$ cat src/include/proc_state_regs.vh
// constants for the processor state controller
//
// Function
// - The core is always in exactly one of four states: normal, background, exception or halted.
// - Fetching operands or executing instructions is reported as the normal state.
// - An idle or low-power idle instruction puts the core into a stopped part of normal with no bus cycles.
// - A trace, interrupt or exception request while stopped resumes instruction execution; a reset leaves the core in the exception state.
// - Exception processing stacks, fetches the vector and refills the pipeline.
// - Exception processing ends when the handler's first instruction starts executing.
// - A bus or address error during exception processing halts the core when debug is disabled, including a fault on a fault.
// - A background state separate from normal operation exists for debugging.
// - A no-operation instruction stalls until every earlier instruction has completed.
// - Breakpoint, double fault or the debug entry opcode with debug enabled enters background and raises the debug-entered output.
// - With debug disabled, two successive bus faults halt the core.
`ifndef PROC_STATE_REGS_VH
`define PROC_STATE_REGS_VH
// ----------------------------------------
// state codes
// ----------------------------------------
`define PST_NORMAL 2'h0
`define PST_BACKGROUND 2'h1
`define PST_EXCEPTION 2'h2
`define PST_HALTED 2'h3
// ----------------------------------------
// exception sequence steps
// ----------------------------------------
`define EXS_STACK 2'h0
`define EXS_VECTOR 2'h1
`define EXS_REFILL 2'h2
`define EXS_HANDLER 2'h3
// ----------------------------------------
// timing counts
// ----------------------------------------
`define STACK_WORDS 3'h4
`define REFILL_WORDS 3'h2
// debug entry source codes
`define DBG_SRC_BREAK 2'h0
`define DBG_SRC_OPCODE 2'h1
`define DBG_SRC_DFAULT 2'h3
`endif

$ cat src/rtl/exception_sequencer.v
// exception stacking, vector fetch and pipeline refill sequencer
`timescale 1ns/10ps
`default_nettype none
`include "proc_state_regs.vh"
module exception_sequencer (
  input wire core_clk,
  input wire rst_b,
  input wire start,
  input wire abort,
  input wire busAck,
  output reg busReq,
  output reg [1:0] step,
  output reg done
);
  reg [2:0] count;
  reg active;

  // step through stack, vector and refill, one bus ack per word
  always @(posedge core_clk)
  begin
    if (!rst_b || abort)
    begin
      active <= 1'b0;
      busReq <= 1'b0;
      step <= `EXS_STACK;
      count <= 3'h0;
      done <= 1'b0;
    end
    else
    begin
      done <= 1'b0;
      if (start && !active)
      begin
        active <= 1'b1;
        busReq <= 1'b1;
        step <= `EXS_STACK;
        count <= 3'h0;
      end
      else if (active && busAck)
      begin
        case (step)
          `EXS_STACK:
          begin
            if (count == `STACK_WORDS - 3'h1)
            begin
              step <= `EXS_VECTOR;
              count <= 3'h0;
            end
            else
              count <= count + 3'h1;
          end
          `EXS_VECTOR:
            step <= `EXS_REFILL;
          `EXS_REFILL:
          begin
            if (count == `REFILL_WORDS - 3'h1)
            begin
              step <= `EXS_HANDLER;
              active <= 1'b0;
              busReq <= 1'b0;
              done <= 1'b1;
            end
            else
              count <= count + 3'h1;
          end
          default:
            step <= `EXS_STACK;
        endcase
      end
    end
  end
endmodule // exception_sequencer
`default_nettype wire

$ cat src/rtl/proc_state_ctrl.v
// processing state controller for the core
`timescale 1ns/10ps
`default_nettype none
`include "proc_state_regs.vh"
module proc_state_ctrl (
  input wire core_clk,
  input wire rst_b,
  input wire debugEnable,
  input wire breakpointRequest,
  input wire decodeIdle,
  input wire decodeLowPowerIdle,
  input wire decodeDebugEntry,
  input wire decodeNop,
  input wire pipelineEmpty,
  input wire instrIssue,
  input wire exceptionRequest,
  input wire traceEvent,
  input wire interruptEvent,
  input wire busError,
  input wire addressError,
  input wire busAck,
  input wire debugResume,
  output reg [1:0] procState,
  output reg stopped,
  output reg lowPower,
  output reg fetchEnable,
  output reg nopStall,
  output reg debugEntered,
  output reg [1:0] debugSource,
  output reg exceptionBusReq,
  output reg [1:0] exceptionStep,
  output reg handlerStart
);
  // ----------------------------------------
  // exception sequencer
  // ----------------------------------------
  wire seqBusReq;
  wire [1:0] seqStep;
  wire seqDone;
  wire faultNow;
  wire seqStart;
  wire seqAbort;
  reg [1:0] next_state;
  reg faultSeen;

  assign faultNow = busError || addressError;
  assign seqStart = (procState == `PST_NORMAL) && next_state == `PST_EXCEPTION;
  assign seqAbort = (procState != `PST_EXCEPTION);

  exception_sequencer i_exception_sequencer (
    .core_clk(core_clk),
    .rst_b(rst_b),
    .start(seqStart),
    .abort(seqAbort && !seqStart),
    .busAck(busAck),
    .busReq(seqBusReq),
    .step(seqStep),
    .done(seqDone)
  );

  // true for a debug entry cause
  function dbg_cause;
    input brk;
    input op;
    input dfault;
    begin
      dbg_cause = brk || op || dfault;
    end
  endfunction

  // ----------------------------------------
  // next state
  // ----------------------------------------
  wire doubleFault;
  wire wakeEvent;
  assign doubleFault = faultNow && faultSeen;
  assign wakeEvent = traceEvent || interruptEvent || exceptionRequest;

  // one state code at a time
  always @*
  begin
    next_state = procState;
    case (procState)
      `PST_NORMAL:
      begin
        if (debugEnable && dbg_cause(breakpointRequest, decodeDebugEntry, doubleFault))
          next_state = `PST_BACKGROUND;
        else if (doubleFault)
          next_state = `PST_HALTED;
        else if (faultNow || exceptionRequest || (stopped && wakeEvent))
          next_state = `PST_EXCEPTION;
        else if (decodeDebugEntry)
          next_state = `PST_EXCEPTION; // illegal trap when debug disabled
      end
      `PST_EXCEPTION:
      begin
        if (faultNow && debugEnable)
          next_state = `PST_BACKGROUND;
        else if (faultNow)
          next_state = `PST_HALTED;
        else if (seqDone)
          next_state = `PST_NORMAL;
      end
      `PST_BACKGROUND:
      begin
        if (debugResume)
          next_state = `PST_NORMAL;
      end
      `PST_HALTED:
        next_state = `PST_HALTED;
      default:
        next_state = `PST_HALTED;
    endcase
  end

  // ----------------------------------------
  // state and outputs
  // ----------------------------------------
  // state register with registered outputs
  always @(posedge core_clk)
  begin
    if (!rst_b)
    begin
      procState <= `PST_EXCEPTION;
      stopped <= 1'b0;
      lowPower <= 1'b0;
      fetchEnable <= 1'b0;
      nopStall <= 1'b0;
      debugEntered <= 1'b0;
      debugSource <= `DBG_SRC_BREAK;
      exceptionBusReq <= 1'b0;
      exceptionStep <= `EXS_STACK;
      handlerStart <= 1'b0;
      faultSeen <= 1'b0;
    end
    else
    begin
      procState <= next_state;
      exceptionBusReq <= seqBusReq && next_state == `PST_EXCEPTION;
      exceptionStep <= seqStep;
      handlerStart <= seqDone && next_state == `PST_NORMAL;
      // remember a fault until the handler starts
      if (seqDone)
        faultSeen <= 1'b0;
      else if (faultNow)
        faultSeen <= 1'b1;
      // stopped sub-condition of normal
      if (next_state != `PST_NORMAL || (stopped && wakeEvent))
      begin
        stopped <= 1'b0;
        lowPower <= 1'b0;
      end
      else if (instrIssue && (decodeIdle || decodeLowPowerIdle))
      begin
        stopped <= 1'b1;
        lowPower <= decodeLowPowerIdle;
      end
      // no-op waits for earlier instructions to finish
      nopStall <= (next_state == `PST_NORMAL) && decodeNop && !pipelineEmpty;
      // fetch only while normal and running
      fetchEnable <= (next_state == `PST_NORMAL) && !stopped
        && !(instrIssue && (decodeIdle || decodeLowPowerIdle))
        && !(decodeNop && !pipelineEmpty);
      debugEntered <= (next_state == `PST_BACKGROUND);
      if (next_state == `PST_BACKGROUND && procState != `PST_BACKGROUND)
      begin
        if (doubleFault || procState == `PST_EXCEPTION)
          debugSource <= `DBG_SRC_DFAULT;
        else if (decodeDebugEntry)
          debugSource <= `DBG_SRC_OPCODE;
        else
          debugSource <= `DBG_SRC_BREAK;
      end
    end
  end
endmodule // proc_state_ctrl
`default_nettype wire

$ cat config.mk
export PLATFORM = sky130hd
export DESIGN_NAME = proc_state_ctrl
export DESIGN_NICKNAME = d
export VERILOG_FILES = /design/src/rtl/exception_sequencer.v /design/src/rtl/proc_state_ctrl.v
export VERILOG_INCLUDE_DIRS = /design/src /design/src/include
export SDC_FILE = /design/constraint.sdc
export NUM_CORES = 1
export LEC_CHECK = 0
export BUFFER_PORTS_ARGS = -buffer_cell sky130_fd_sc_hd__buf_2
export CAP_MARGIN = 40
export CORE_UTILIZATION = 45
export DETAILED_ROUTE_END_ITERATION = 10
export PLACE_DENSITY = 0.75
export REMOVE_ABC_BUFFERS = 1
export SETUP_SLACK_MARGIN = 0.05
export SLEW_MARGIN = 20
export SYNTH_ARGS = -nofsm -noshare
export SYNTH_HDL_FRONTEND = slang
export SYNTH_SLANG_ARGS = --single-unit
$ cat constraint.sdc
create_clock -name core_clk -period 1.9 [get_ports core_clk]
set_clock_uncertainty 0.2 [all_clocks]
set_input_delay 0.095 -clock core_clk [delete_from_list [all_inputs] [get_ports core_clk]]
set_output_delay 0.095 -clock core_clk [all_outputs]
set_load 0.05 [all_outputs]
==> impl_metrics.yaml, run 1 <==
yosys:
  async_flop_share_pct: 0
  synth_area_um2: 1030
  synth_edf_count: 0
  avgSynthCellArea_um2: 9.25
  netlist_instances: 111
  synth_ff_type: "dfxtp_1"
  synthMostInstantiatedCell: "dfxtp_1"
  synth_top_area_cell: "dfxtp_1"
  synth_area_leaders: "dfxtp_1 (41%), ha_1 (6.1%), nor2_1 (5.8%)"
  ys_ff_latch: 21
  synth-seq-area-share_pct: 40.9
  synth_top_area_share_pct: 40.9
  synth_cell_types: 38
  netlist_top_cells_count: "dfxtp_1 (21), nor2_1 (16), inv_1 (7), o21ai_0 (7)"
  yosys_warnings: 0
grt:
  grt.overflow.total: 0
  grt_pass1_wl_mm: 3.98
  grt_pass1_vias: 973
  track_usage_pct: 20.9
  antenna_found_initial: 0
  grt_max_degree: 13
cts:
  clkSinkCount: 21
  cts_setup_buffers: 0
  clk-insertion-delay-late_ns: 0.30
  cts_tree: "built"
  root_buffer: "clkbuf_4"
  cts_max_level: 1
  clock_path_buffers: 2
  cts_buffers: 3
  clk_pin_slew_ns: 0.12
pwr:
  max-vdd-ir-drop_v: 0.000440
  pwr-share-clk_pct: 24.6
  combPwrFrac_pct: 20.6
  swShare_pct: 29.2
  p_sw_uw: 248
  fin_total_pwr_uw: 851
  p_int_uw: 603
  power_density_nw_per_um2: 615
  power_leakage_uw: 0.000591
  seqPwrFrac_pct: 54.8
route:
  drc: 0
  postRouteAntennaNets: 0
  routedWlPerCell_um: 13.1
  drt_iter0_markers: 17
  vias: 988
  wirelength_mm: 2.41
  first_pass_iters: 4
  vias_per_cell: 5.37
layout:
  stdcell_area_um2: 1380
  finalNetCount: 180
  final_util_pct: 67.1
  num_antenna_cells: 0
  seqCellArea_um2: 423
  fill_cells: 175
  multiInputGateArea_um2: 593
  area_growth_pct: 34.7
  drive_gt1_share_pct: 34.4
floorplan:
  die_area_um2: 2480
  core_um2: 2060
  io_pins: 30
  initial_core_util_pct: 49.8
  fp.dieW_um: 49.8
  row_count: 16
  die_y_um: 49.8
timing:
  rsz0062_at_grt: "no"
  drv_slew: 0
  setup_viol: 0
  setup_tns_ns: 0
  fmax_mhz: 559
  post-route-period-util_pct: 94.2
  worst_pin_slew_ns: 0.349
  max-slew-margin-rel_pct: 76.7
  hold_ws_ns: 0.0423
  final_hold_viol_count: 0
  period_needed_ns: 1.79
job:
  maxCapViolCount: 0
setup_path:
  end_kind: "flip-flop"
  startpoint_type: "flip-flop"
  crit_required_ns: 1.94
  worstPathCellList: "or3_1 > a21o_1 > or2_4 > nor3b_2"
  path_depth: 4
  critical-path-top-delay-family: "simple AND/OR/NAND/NOR gates"
  r2r-start: "procState[0]$_SDFF_PN0_"
  crit_start: "procState[0]$_SDFF_PN0_"
  path_max_fanout: 6
  max_stage_delay_ns: 0.46
  crit_buf_inv: 0
  arrival_ns: 1.83
  worstSetupPathType: "reg -> reg"
  rr_worst_depth: 4
  timing.critical_path.slowest_stage_cell: "or3_1"
min_path:
  hold_path_class: "in -> reg"
  hp-start: "busAck"
  whs_path_depth: 5
outcome:
  status: "finished clean"
place:
  port_buffers: 29
  placed_area_um2: 1220
  place_congestion: 0.831
  post-dp-hpwl_mm: 1.78
==> worst reg2reg max path, delay by kind of cell, from the launching register on <==
family	cells	cell delay, ns
compound gates	1	0.24
flops	1	0.38
simple gates	3	0.92
==> repair_timing <==
item,CTS,global route
hold endpoints to repair,17,0
gates resized for setup,1,6
hold buffers,12,0
endpoints found under the setup margin,2,6
pin swaps,0,1
==> logic make-up (layout without fill, tap and decap cells) <==
| family | Yosys count | count (layout) | share of synthesized area [%] |
|---|---|---|---|
| simple gates | 46 | 46 | 26.6 |
| compound gates | 29 | 29 | 21.4 |
| flops | 21 | 21 | 40.9 |
| buf+inv | 8 | 54 | 3.05 |
| fa+ha+maj | 5 | 5 | 6.09 |
| mux | 2 | 2 | 1.95 |
==> registers in the layout, indices dropped and copies added, names as in the netlist, 2 cells and up <==
register                     count
i_exception_sequencer.count      3
debugSource                      2
exceptionStep                    2
i_exception_sequencer.step       2
procState                        2
==> power by group through the flow <==
stage / sequential (uW) / clock [uW] / combinational (uW)
6_report: 467 / 209 / 175
4_1_cts: 466 / 218 / 171
3_3_place_gp: 476 / 0 / 149
2_1_floorplan: 517 / 0 / 56.4
5_1_grt: 469 / 233 / 190
3_5_place_dp: 476 / 0 / 152
==> per-layer routing <==
| metal | track usage (%) | share of wire [%] | up-vias |
|---|---|---|---|
| met2 | 42.1 | 53 | 25 |
| met5 | 0 | 0 | - |
| met3 | 3.40 | 3.6 | 2 |
| met1 | 21.3 | 42 | 466 |
| li1 | - | - | 495 |
| met4 | 6.19 | 0.75 | 0 |
==> through the flow <==
step / instances / setup slack [ns]
after global routing: 184 / 0.0445
after floorplan: 110 / -0.0772
after global placement: 168 / 0.0884
after CTS: 184 / 0.0545
after detailed placement: 168 / 0.0386
final: 184 / 0.111
==> final cells by class <==
cell class	count	area share [%]
Inverter	7	1.90
Tap cell	27	2.44
Multi-Input combinational cell	82	42.9
Timing Repair Buffer	43	20.3
Sequential cell	21	30.6
Clock buffer	3	1.63
Clock inverter	1	0.362
==> placed cells by master, fill, tap and decap left out, types with 2 or more instances in the layout <==
| cell | n |
|---|---|
| nor2b_1 | 2 |
| o21ai_0 | 7 |
| o221ai_2 | 2 |
| nand2b_1 | 3 |
| buf_4 | 2 |
| ha_1 | 5 |
| a21oi_2 | 2 |
| a21oi_1 | 4 |
| buf_2 | 29 |
| clkbuf_4 | 3 |
| inv_1 | 7 |
| nor3_2 | 2 |
| a22oi_1 | 2 |
| nand3_1 | 3 |
| dfxtp_1 | 19 |
| dfxtp_2 | 2 |
| o31ai_1 | 2 |
| and2_1 | 5 |
| nor3b_2 | 2 |
| nand2_1 | 3 |
| mux2i_1 | 2 |
| dlygate4sd3_1 | 12 |
| nor2_1 | 15 |
==> worst paths after layout <==
kind	end	slack, ns
worst min register to register	handlerStart$_SDFF_PN0_	0.28
worst max register to register	lowPower$_SDFFE_PP0P_	0.11
worst min-delay path	i_exception_sequencer.count[1]$_SDFFE_PP0P_	0.04
worst max-delay path	lowPower$_SDFFE_PP0P_	0.11
Power figures use the tool's default switching activity.
==> run 2: changes to the inputs <==
REMOVE_ABC_BUFFERS = default   (was 1)
==> run 2 against run 1 <==
  * Wire length increased by 3.4%
  * Via count decreased by 0.71%
  * Worst hold slack got worse by 0.0017 ns
  * Flip-flop and latch count unchanged
  * Maximum frequency decreased by 0.56%
==> impl_metrics.yaml, run 2 (synthesis gave the netlist of run 1 again) <==
outcome:
  status: "finished clean"
route:
  drc: 0
  drt_iter0_markers: 12
  postRouteAntennaNets: 0
  vias_per_cell: 5.36
  routedWlPerCell_um: 13.6
  wirelength_mm: 2.50
  first_pass_iters: 4
  vias: 981
grt:
  busiest_layer: "met2"
  grt_use_met3_pct: 3.70
  antenna_found_initial: 0
  grt.overflow.total: 0
  grt_max_degree: 13
  track_usage_pct: 23.1
  grt_pass1_wl_mm: 4.26
  grt_pass1_vias: 972
  grtUsageMet1_pct: 26.0
  grt_use_met2_pct: 42.1
setup_path:
  crit_end: "debugSource[0]$_SDFFE_PN0P_"
  end_kind: "flip-flop"
  path_max_fanout: 9
  crit_start: "procState[0]$_SDFF_PN0_"
  crit_required_ns: 1.96
  rr_worst_depth: 5
  arrival_ns: 1.86
  max_stage_delay_ns: 0.39
  worstSetupPathType: "reg -> reg"
  startpoint_type: "flip-flop"
  worstPathCellList: "and2_1 > nor3_1 > a21oi_2 > nor4b_2 > o221a_2"
  timing.critical_path.slowest_stage_cell: "dfxtp_2"
  regToRegSetupSlack_ns: 0.10
  path_depth: 5
  crit_buf_inv: 0
  critical-path-top-delay-family: "simple AND/OR/NAND/NOR gates"
  r2r-end: "debugSource[0]$_SDFFE_PN0P_"
  r2r-start: "procState[0]$_SDFF_PN0_"
cts:
  clkSinkCount: 21
  cts_max_level: 1
  cts_tree: "built"
  root_buffer: "clkbuf_4"
  clock_path_buffers: 2
  clk-insertion-delay-late_ns: 0.31
  cts_buffers: 3
  clk_pin_slew_ns: 0.12
place:
  port_buffers: 29
  place_congestion: 0.805
  pre_cts_slack_ns: 0.0174
  post-dp-hpwl_mm: 1.75
timing:
  period_needed_ns: 1.80
  drv_slew: 0
  rsz0062_at_grt: "no"
  setup_slack_ns: 0.101
  max-slew-margin-rel_pct: 75.9
  setup_tns_ns: 0
  final_hold_viol_count: 0
  setup_viol: 0
  worst_pin_slew_ns: 0.359
  fmax_mhz: 556
  post-route-period-util_pct: 94.7
layout:
  largest_register_ffs: 3
  num_antenna_cells: 0
  top_register: "i_exception_sequencer.count"
  finalNetCount: 179
  area_growth_pct: 33.3
  drive_gt1_share_pct: 33.3
  final_cell_mix: "buf_2 (29), dfxtp_1 (17), nor2_1 (15)"
  final_common_cell: "buf_2"
floorplan:
  fp.dieW_um: 49.8
  io_pins: 30
  die_y_um: 49.8
  row_count: 16
  core_um2: 2060
  die_area_um2: 2480
  initial_core_util_pct: 49.8
job:
  maxCapViolCount: 0
pwr:
  max-vdd-ir-drop_v: 0.000486
  power_density_nw_per_um2: 624
  power_leakage_uw: 0.000586
min_path:
  hold_path_class: "in -> reg"
yosys:
  syn-num-nets: 133
[run 2: cell type report]
| cell class | count | area [um^2] |
|---|---|---|
| clock buffer | 3 | 22.5 |
| clock inverter | 1 | 5.00 |
| fill | 172 | 693 |
| inverter | 7 | 26.3 |
| multi-input combinational | 82 | 583 |
| sequential | 21 | 425 |
| tap | 27 | 33.8 |
| timing repair buffer | 42 | 273 |
[run 2: routing by layer]
metal  up-vias  share of wire [%]  wire length, um
li1        496                  -                -
met1       463                 43             1080
met2        18                 53             1320
met3         4                2.8               71
met4         0                1.1               28
met5         -                  0                0
[run 2: power by group]
group	switching, uW	internal, uW	leakage [uW]	total (uW)
Sequential	14.8	455	0.000172	470
Clock	138	78.6	0.0000177	217
Combinational	101	67.1	0.000397	169
[run 2: worst min-delay path, delay by kind of cell]
| kind | cells | cell delay (ns) |
|---|---|---|
| simple gates | 1 | 0.10 |
| buf+inv | 1 | 0.11 |
| compound gates | 2 | 0.21 |
[run 2: timing repair]
item	in CTS	in global routing
setup buffers	0	0
endpoints found under the setup margin	2	3
pin swaps	0	1
hold buffers	12	0
resized for setup	1	2
endpoints found under the hold margin	15	0
[run 2: how the worst min path moves through the flow]
| stage | end | start | cells after the start |
|---|---|---|---|
| floorplan | nopStall$_SDFF_PN0_ | pipelineEmpty | 1 |
| global placement | nopStall$_SDFF_PN0_ | pipelineEmpty | 2 |
| detailed placement | nopStall$_SDFF_PN0_ | pipelineEmpty | 2 |
| CTS | i_exception_sequencer.count[2]$_SDFFE_PP0P_ | busAck | 4 |
| global route | i_exception_sequencer.count[2]$_SDFFE_PP0P_ | busAck | 4 |
| finish | i_exception_sequencer.count[2]$_SDFFE_PP0P_ | busAck | 4 |
[run 2: stage by stage]
step	util (%)	hold slack [ns]	total power [uW]	area (um^2)	instances
2_1_floorplan	-	-0.0355	577	1030	111
3_3_place_gp	58.8	0.0835	623	1210	167
3_5_place_dp	58.8	0.0878	626	1210	167
4_1_cts	66.2	0.0206	861	1370	183
5_1_grt	66.4	0.0326	895	1370	183
6_report	66.4	0.0406	855	1370	183
